### src/common/reset_seq_regs.svh
// Register offsets, field positions, reset values and timing counts of the reset sequencer
`ifndef RESET_SEQ_REGS_SVH
`define RESET_SEQ_REGS_SVH
`define PWRCTL_OFFSET 8'h8e
`define STATUS_OFFSET 8'h03
`define PWRCTL_BROWN_BIT 0
`define PWRCTL_POR_BIT 1
`define STATUS_SLEEP_BIT 3
`define STATUS_WDOG_BIT 4
`define STATUS_POR_VALUE 8'h18
`define STATUS_KEEP_MASK 8'h07
`define PWRUP_DELAY_MS 64
`define REF_CLK_HZ 50000000
`define PWRUP_CYCLES ((`PWRUP_DELAY_MS * (`REF_CLK_HZ / 1000)))
`define START_PERIODS 1024
`define RC_DIV 2
`define DIP_MIN_CYCLES 16
`endif

### src/common/reset_seq_pkg.sv
// Types shared by the reset sequencer
package reset_seq_pkg;
  typedef enum {
    ST_POR,
    ST_BROWN,
    ST_DELAY,
    ST_START,
    ST_HOLD,
    ST_RUN
  } seq_state_e;
  typedef logic [1:0] osc_mode_t;
  localparam osc_mode_t OSC_CRYSTAL = 2'h0;
  localparam osc_mode_t OSC_RC = 2'h1;
  localparam osc_mode_t OSC_EXTCLK = 2'h2;
  localparam osc_mode_t OSC_INTERNAL = 2'h3;
endpackage

### src/rtl/reset_timeout_sequencer.sv
// Reset sequencer: power-up timer, brown-out filter, start-up count, reset-cause flags
//
// Summary of operation
// - 64 ms delay only after power-on or brown-out
// - Power-up timer ticks on RC oscillator enable
// - Internal reset held while power-up timer counts
// - Disable bit set skips power-up timer
// - Mode 00 off, 10 off in sleep
// - Brown-out reset after dip longer than minimum
// - Reset held until supply good, then delay
// - Dip during delay restarts full delay
// - Start-up count after power-up timer ends, or straight away when the timer is disabled
// - Crystal mode adds 1024 oscillator periods
// - RC, external, internal: power-up delay only
// - Timeouts ignore master clear; release starts immediately
// - Power control register at 8Eh
// - Bit 0 cleared by brown-out, software sets
// - Bit 1 zero on power-on, software writes one
// - Timeout and powerdown flags encode reset cause
// - Status reset values per reset kind
// - Watchdog wake-up keeps register contents
//
// The strobed register port was chosen for this implementation.
`timescale 1ns/1ns
`include "reset_seq_regs.svh"
module reset_timeout_sequencer
  import reset_seq_pkg::*;
#(
  parameter int PWRUP_CYCLES = `PWRUP_CYCLES,
  parameter int START_PERIODS = `START_PERIODS,
  parameter int RC_DIV = `RC_DIV,
  parameter int DIP_MIN_CYCLES = `DIP_MIN_CYCLES
) (
  input wire logic REF_CLK,
  input wire logic RST_N,
  input wire logic MASTER_CLEAR_N,
  input wire logic SUPPLY_LOW,
  input wire logic OSC_CLK_TICK,
  input wire logic POWER_UP_TIMER_DISABLE,
  input wire logic [1:0] BROWN_OUT_MODE_SELECT,
  input wire logic [1:0] OSC_MODE,
  input wire logic SLEEPING,
  input wire logic WDT_TIMEOUT,
  input wire logic [7:0] ADDR,
  input wire logic [7:0] WDATA,
  input wire logic WR,
  input wire logic RD,
  output logic [7:0] RDATA,
  output logic CHIP_RESET,
  output logic WAKE_UP
);

  // RC and dip counters are 16 bits wide; the delay needs at least one RC tick
  if (PWRUP_CYCLES < 1 || PWRUP_CYCLES < RC_DIV || START_PERIODS < 1 || RC_DIV < 1
      || RC_DIV > 65536 || DIP_MIN_CYCLES < 1 || DIP_MIN_CYCLES > 65535) begin : g_bad_counts
    $error("Counts out of the range the counters serve");
  end

  // ==========================================================================
  // Input synchronisers
  logic [1:0] clr_s, low_s, osc_s;
  always_ff @(posedge REF_CLK or negedge RST_N) begin
    if (!RST_N) begin
      clr_s <= 2'h0;
      low_s <= 2'h3;
      osc_s <= 2'h0;
    end else begin
      clr_s <= {clr_s[0], MASTER_CLEAR_N};
      low_s <= {low_s[0], SUPPLY_LOW};
      osc_s <= {osc_s[0], OSC_CLK_TICK};
    end
  end
  wire clr_n = clr_s[1];
  wire osc_lvl = osc_s[1];
  logic osc_prev_q;
  always_ff @(posedge REF_CLK or negedge RST_N) begin
    if (!RST_N) osc_prev_q <= 1'b0;
    else osc_prev_q <= osc_lvl;
  end
  wire osc_edge = osc_lvl & ~osc_prev_q;

  // ==========================================================================
  // RC oscillator enable; stands in for the internal RC source
  logic [15:0] rc_cnt_q;
  wire rc_tick = (rc_cnt_q == 16'(RC_DIV - 1));
  always_ff @(posedge REF_CLK or negedge RST_N) begin
    if (!RST_N) rc_cnt_q <= 16'h0;
    else if (rc_tick) rc_cnt_q <= 16'h0;
    else rc_cnt_q <= rc_cnt_q + 16'h1;
  end

  // ==========================================================================
  // Brown-out detection
  // Mode 10 gates detection in sleep, mode 00 never detects
  wire brown_active = (BROWN_OUT_MODE_SELECT == 2'h3) || (BROWN_OUT_MODE_SELECT == 2'h1)
                 || (BROWN_OUT_MODE_SELECT == 2'h2 && !SLEEPING);
  logic [15:0] dip_cnt_q;
  logic brown_q;
  always_ff @(posedge REF_CLK or negedge RST_N) begin
    if (!RST_N) begin
      dip_cnt_q <= 16'h0;
    end else if (!low_s[1] || !brown_active) begin
      dip_cnt_q <= 16'h0;
    end else if (dip_cnt_q != 16'(DIP_MIN_CYCLES)) begin
      dip_cnt_q <= dip_cnt_q + 16'h1; // Short dips never reach the limit
    end
  end
  wire brown_evt = (dip_cnt_q == 16'(DIP_MIN_CYCLES)) && low_s[1] && brown_active;

  // ==========================================================================
  // Time-out sequence
  seq_state_e state_q;
  logic [31:0] cnt_q;
  logic sleep_wake_q;
  wire crystal = (OSC_MODE == OSC_CRYSTAL);
  wire wake_req = SLEEPING && state_q == ST_RUN && WDT_TIMEOUT;
  always_ff @(posedge REF_CLK or negedge RST_N) begin
    if (!RST_N) begin
      state_q <= ST_POR;
      cnt_q <= 32'h0;
    end else if (brown_evt) begin
      state_q <= ST_BROWN; // Re-entry restarts whole delay
      cnt_q <= 32'h0;
    end else begin
      unique case (state_q)
        ST_POR, ST_BROWN: begin
          // Held until supply above threshold
          if (!low_s[1]) begin
            cnt_q <= 32'h0;
            if (!POWER_UP_TIMER_DISABLE) state_q <= ST_DELAY;
            else if (crystal) state_q <= ST_START;
            else state_q <= ST_HOLD; // No time-out at all
          end
        end
        ST_DELAY: begin
          if (rc_tick) begin
            if (cnt_q == 32'(PWRUP_CYCLES / RC_DIV) - 32'h1) begin
              cnt_q <= 32'h0;
              state_q <= crystal ? ST_START : ST_HOLD;
            end else begin
              cnt_q <= cnt_q + 32'h1;
            end
          end
        end
        ST_START: begin
          if (osc_edge) begin
            if (cnt_q == 32'(START_PERIODS - 1)) begin
              cnt_q <= 32'h0;
              state_q <= ST_HOLD;
            end else begin
              cnt_q <= cnt_q + 32'h1;
            end
          end
        end
        ST_HOLD: begin
          if (clr_n) state_q <= ST_RUN; // Timeouts done, release runs at once
        end
        ST_RUN: begin
          if (!clr_n) state_q <= ST_HOLD; // Master clear: no delay
          else if (wake_req && crystal) begin
            state_q <= ST_START; // Wake-up count only
            cnt_q <= 32'h0;
          end
        end
      endcase
    end
  end

  // Sleep wake-up: core not reset, only the start-up count stalls it
  always_ff @(posedge REF_CLK or negedge RST_N) begin
    if (!RST_N) sleep_wake_q <= 1'b0;
    else if (wake_req) sleep_wake_q <= 1'b1;
    else if (state_q != ST_START) sleep_wake_q <= 1'b0;
  end

  // Reset held through delay and start-up count, except the start-up count after a sleep wake-up
  always_ff @(posedge REF_CLK or negedge RST_N) begin
    if (!RST_N) begin
      CHIP_RESET <= 1'b1;
      WAKE_UP <= 1'b0;
    end else begin
      CHIP_RESET <= !(state_q == ST_RUN) && !sleep_wake_q;
      WAKE_UP <= wake_req;
    end
  end

  // ==========================================================================
  // Reset-cause flags
  logic por_n_q, brown_n_q, timeout_n_q, sleep_n_q;
  logic [2:0] status_lo_q;
  logic clr_prev_q;
  wire clr_fall = clr_prev_q && !clr_n && state_q == ST_RUN;
  wire wr_pwr = WR && ADDR == `PWRCTL_OFFSET;
  wire wr_sts = WR && ADDR == `STATUS_OFFSET;
  always_ff @(posedge REF_CLK or negedge RST_N) begin
    if (!RST_N) clr_prev_q <= 1'b0;
    else clr_prev_q <= clr_n;
  end
  always_ff @(posedge REF_CLK or negedge RST_N) begin
    if (!RST_N) begin
      por_n_q <= 1'b0;
      brown_n_q <= 1'b0;
    end else if (brown_evt) begin
      brown_n_q <= 1'b0; // Brown-out clear beats a software write
    end else if (wr_pwr) begin
      por_n_q <= WDATA[`PWRCTL_POR_BIT];
      brown_n_q <= WDATA[`PWRCTL_BROWN_BIT];
    end
  end
  always_ff @(posedge REF_CLK or negedge RST_N) begin
    if (!RST_N) begin
      timeout_n_q <= 1'b1;
      sleep_n_q <= 1'b1;
    end else if (brown_evt) begin
      timeout_n_q <= 1'b1;
      sleep_n_q <= 1'b1;
    end else if (WDT_TIMEOUT && state_q == ST_RUN) begin
      timeout_n_q <= 1'b0; // Wake-up clears both, run reset only timeout
      sleep_n_q <= SLEEPING ? 1'b0 : sleep_n_q;
    end else if (clr_fall && SLEEPING) begin
      timeout_n_q <= 1'b1;
      sleep_n_q <= 1'b0;
    end
  end
  // Own process, so a watchdog or clear flag event never swallows a software write; a brown-out does
  always_ff @(posedge REF_CLK or negedge RST_N) begin
    if (!RST_N) status_lo_q <= 3'((`STATUS_POR_VALUE) & (`STATUS_KEEP_MASK));
    else if (brown_evt) status_lo_q <= 3'h0;
    else if (wr_sts) status_lo_q <= WDATA[2:0]; // Bits 2:0 are written by software; the timeout and powerdown flags stay read-only
  end

  // ==========================================================================
  // Register reads, one cycle after the strobe
  always_ff @(posedge REF_CLK or negedge RST_N) begin
    if (!RST_N) begin
      RDATA <= 8'h0;
    end else if (RD && ADDR == `PWRCTL_OFFSET) begin
      RDATA <= {6'h0, por_n_q, brown_n_q};
    end else if (RD && ADDR == `STATUS_OFFSET) begin
      RDATA <= {3'h0, timeout_n_q, sleep_n_q, status_lo_q};
    end else begin
      RDATA <= 8'h0;
    end
  end

endmodule

### config.mk
export PLATFORM = sky130hd
export DESIGN_NAME = reset_timeout_sequencer
export DESIGN_NICKNAME = d
export VERILOG_FILES = /design/src/common/reset_seq_pkg.sv /design/src/rtl/reset_timeout_sequencer.sv
export VERILOG_INCLUDE_DIRS = /design/src /design/src/common
export SDC_FILE = /design/constraint.sdc
export NUM_CORES = 1
export LEC_CHECK = 0
export BUFFER_PORTS_ARGS = -buffer_cell sky130_fd_sc_hd__buf_2
export CORE_MARGIN = 2
export CORE_UTILIZATION = 54
export DETAILED_ROUTE_END_ITERATION = 16
export PLACE_DENSITY = 0.72
export SLEW_MARGIN = 20
export SYNTH_ARGS = -nofsm -noshare
export SYNTH_HDL_FRONTEND = slang
export SYNTH_SLANG_ARGS = --single-unit
### constraint.sdc
create_clock -name REF_CLK -period 2.4 [get_ports REF_CLK]
set_input_delay 0.24 -clock REF_CLK [delete_from_list [all_inputs] [get_ports REF_CLK]]
set_output_delay 0.24 -clock REF_CLK [all_outputs]
set_load 0.05 [all_outputs]
==> results.py <==
metrics = {
    "setup_path": {
        "worst_setup_path_start_kind": "flip-flop",
        "crit_fanout": 9,
        "criticalPathCategory": "reg2reg",
        "worstPathArrival_ns": 2.83,
        "r2r_slack_ns": -0.17,
        "crit_required_ns": 2.66,
        "end_kind": "flip-flop",
    },
    "timing": {
        "rsz0062_at_grt": "yes",
        "tns_ns": -1.83,
        "finalSetupViolCount": 29,
        "skew_ns": 0.0101,
        "holdWs_ns": 0.116,
        "worstMarginPinSlew_ns": 0.682,
        "fin_crit_sh_pct": 107,
        "relSlewSlack_pct": 53.4,
        "drv_slew": 0,
        "period_needed_ns": 2.57,
        "hold_violations": 0,
        "setup_ws_ns": -0.172,
        "max_freq_mhz": 389,
    },
    "power_and_ir_drop": {
        "peakVddDrop_v": 0.000348,
        "power_density_nw_per_um2": 649,
        "p_leak_nw": 2.66,
    },
    "synth": {
        "synth_area_leaders": "dfrtp_1 46%, nand3_1 5.5%, nand2_1 3.5%",
        "synth_top_family_by_area": "simple AND/OR/NAND/NOR gates",
        "synth_seq_area_share_pct": 48.6,
        "synth_edf_count": 0,
        "synth-simple-area-share_pct": 28.8,
        "yosys.area.top_type": "dfrtp_1",
        "synth_cell_type_count": 61,
        "async_flop_share_pct": 100,
        "synth-compound-area-share_pct": 10.2,
        "synthCells": 482,
        "synth_fa_ha_area_share_pct": 1.56,
        "synth_xor_area_share_pct": 5.28,
        "synth-seq-cells": 90,
        "synth_mux_area_share_pct": 1.10,
        "synth_top_area_share_pct": 45.8,
        "avgSynthCellArea_sq_um": 9.64,
        "ys.warnings.count": 0,
        "synth_ff_type": "dfrtp_1",
        "syn_area_sq_um": 4650,
    },
    "placed_design": {
        "dpl.hpwl_microns": 7340,
        "place.gp.congestion": 0.910,
        "port_buffers": 31,
    },
    "global_route": {
        "grt_use_total_pct": 23.2,
        "grt_max_degree": 53,
        "grt_pass1_wl_microns": 18000,
        "overflow": 0,
        "grt_pass1_vias": 3904,
        "antenna_found_initial": 0,
    },
    "job": {
        "max_cap_violations": 0,
    },
    "floorplan": {
        "fp.dieH_microns": 96.8,
        "start_util_pct": 56.3,
        "die_w_microns": 96.8,
        "rows": 33,
        "die_area_sq_um": 9360,
        "core_sq_um": 8260,
        "boundaryPins": 40,
    },
    "clocking": {
        "clock_path_buffers": 2,
        "clk_latency_ns": 0.36,
        "cts_sinks": 90,
        "cts_buffers": 9,
        "tritoncts": "done",
        "root_buffer": "clkbuf_8",
        "htree_levels": 3,
        "cts.reportedPaths.clkPinSlew_ns": 0.09,
    },
    "detailed_routing": {
        "via_per_inst": 5.84,
        "drt-wirelength-per-cell_microns": 15.6,
        "drtIter0Drc": 208,
        "firstDrtPassIters": 5,
        "drt_wl_total_microns": 10600,
        "route.detailed.drc": 0,
        "ant_nets": 0,
        "vias": 3987,
    },
    "run_status": {
        "status": "finished, violations left",
        "violations": "negative setup slack",
    },
    "cells_and_area": {
        "drive_above_1_share_pct": 27.2,
        "area_growth_pct": 24.5,
        "num-fill-cells": 613,
        "fin_nets": 608,
        "antenna_cells": 0,
    },
    "min_path": {
        "min_path_type": "in2reg",
    },
}
[metal layers]
layer | vias up | GRT usage [%] | part of all wire [%]
met5 | - | 0 | 0
met4 | 0 | 7.15 | 1.4
met3 | 13 | 4.34 | 4.6
met2 | 96 | 37.0 | 48
met1 | 1951 | 32.3 | 46
li1 | 1927 | - | -
[synth_stat cells (3+ instances only)]
cell and number:
nand2b_1 3, mux2i_1 4, a211o_1 5, xnor2_1 17
dfrtp_1 85, nor3_1 14, nand2_1 43, or4_1 9
or3_1 15, clkbuf_1 9, buf_4 5, o31ai_1 4
o41ai_1 3, buf_6 4, nor4_1 9, inv_1 17
xor2_1 11, ha_1 5, nand4_1 19, nor2_1 36
nand3_1 51, o21ai_0 16, and2_1 8, and3_1 12
o2bb2a_1 5, nor2b_1 5, nor4b_1 5, and4_1 7
dfstp_2 5, a21oi_1 11, a21o_1 3
[sequential cells by signal, summed over array words and instances (netlist names)]
| register | cells |
|---|---|
| cnt_q | 32 |
| dip_cnt_q | 16 |
| rc_cnt_q | 16 |
| RDATA | 5 |
| state_q | 3 |
| status_lo_q | 3 |
| clr_s | 2 |
| low_s | 2 |
| osc_s | 2 |
| CHIP_RESET | 1 |
| WAKE_UP | 1 |
| brown_n_q | 1 |
| clr_prev_q | 1 |
| osc_prev_q | 1 |
| por_n_q | 1 |
| sleep_n_q | 1 |
| sleep_wake_q | 1 |
| timeout_n_q | 1 |
[through the flow]
step	total power, W	std cells	setup slack [ns]	utilization (%)	instance area [sq um]
3_5_place_dp	0.00257	657	-0.154	64.3	5310
4_1_cts	0.00370	680	-0.157	67.9	5610
2_1_floorplan	0.00229	484	-0.155	-	4720
6_report	0.00376	683	-0.172	70.0	5780
3_3_place_gp	0.00255	657	-0.117	64.3	5310
5_1_grt	0.00395	683	-0.202	70.0	5780
[cell usage in the layout (no fill, tap or decap), types with 4 or more instances in the layout]
cell type       n
clkbuf_8       10
nor2b_1         5
or3_4           4
nand4_1        19
and2_1          8
nor3_1         14
nor2_1         35
and4_1          6
buf_2          30
o21ai_1         7
inv_1          17
nand3_2        12
xnor2_1        17
o2bb2a_1        5
nor4_1          6
or3_1          12
a21oi_1         8
nor4b_1         4
and3_1         12
buf_4          53
dfstp_2         5
a211o_1         5
mux2i_1         4
ha_1            5
o21ai_0        10
nand2_1        43
nand3_1        39
buf_6           7
dlygate4sd3_1   4
or4_1           8
dfrtp_1        85
xor2_1         11
[worst max-delay path, stage by stage (launching register included)]
cell and delay [ns]:
dfrtp_1 0.39, or4_4 0.53, or4_1 0.41, a2111o_1 0.42, and3_4 0.24, buf_4 0.15
a21o_1 0.15, a21o_1 0.18
[cell type report]
type | instances | area (sq um) | area share (%)
multi-input combinational | 357 | 2380 | 41.2
tap | 105 | 131 | 2.27
clock buffer | 10 | 138 | 2.38
clock inverter | 6 | 72.6 | 1.25
timing repair buffer | 98 | 737 | 12.7
sequential | 90 | 2260 | 39.1
inverter | 17 | 63.8 | 1.10
[timing repair]
item,CTS,global route
gates resized for setup,7,31
cloned,1,0
endpoints found under the setup margin,29,33
hold buffers,4,0
setup buffers,2,3
endpoints found under the hold margin,38,0
pin swaps,1,21
[where the power goes]
part           switching [W]  total [W]  leakage (nW)  internal, W
registers          0.0000789    0.00168          1.21      0.00160
clock network       0.000570    0.00109         0.103     0.000521
logic               0.000559   0.000986          1.35     0.000426
[path summary, 6_finish.rpt]
| path | cells after the start | to | startpoint |
|---|---|---|---|
| max reg2reg | 7 | cnt_q[18] | cnt_q[20] |
| max in group asynchronous | 3 | low_s[1] | RST_N |
| min | 2 | por_n_q | WDATA[1] |
| max | 7 | cnt_q[18] | cnt_q[20] |
| min reg2reg | 0 | low_s[1] | low_s[0] |
| min in group asynchronous | 2 | dip_cnt_q[4] | RST_N |
[cells by family (layout without fill, tap and decap cells)]
group / after synthesis / after routing
AND/OR/NAND/NOR: 248 / 248
XOR/XNOR: 28 / 28
flip-flops: 90 / 90
multiplexers: 5 / 5
AO/OA/AOI/OAI: 67 / 67
buffers and inverters: 37 / 131
adder cells (fa/ha/maj): 6 / 6
other: 1 / 3
Note: power is estimated with default switching activity, not from simulation.
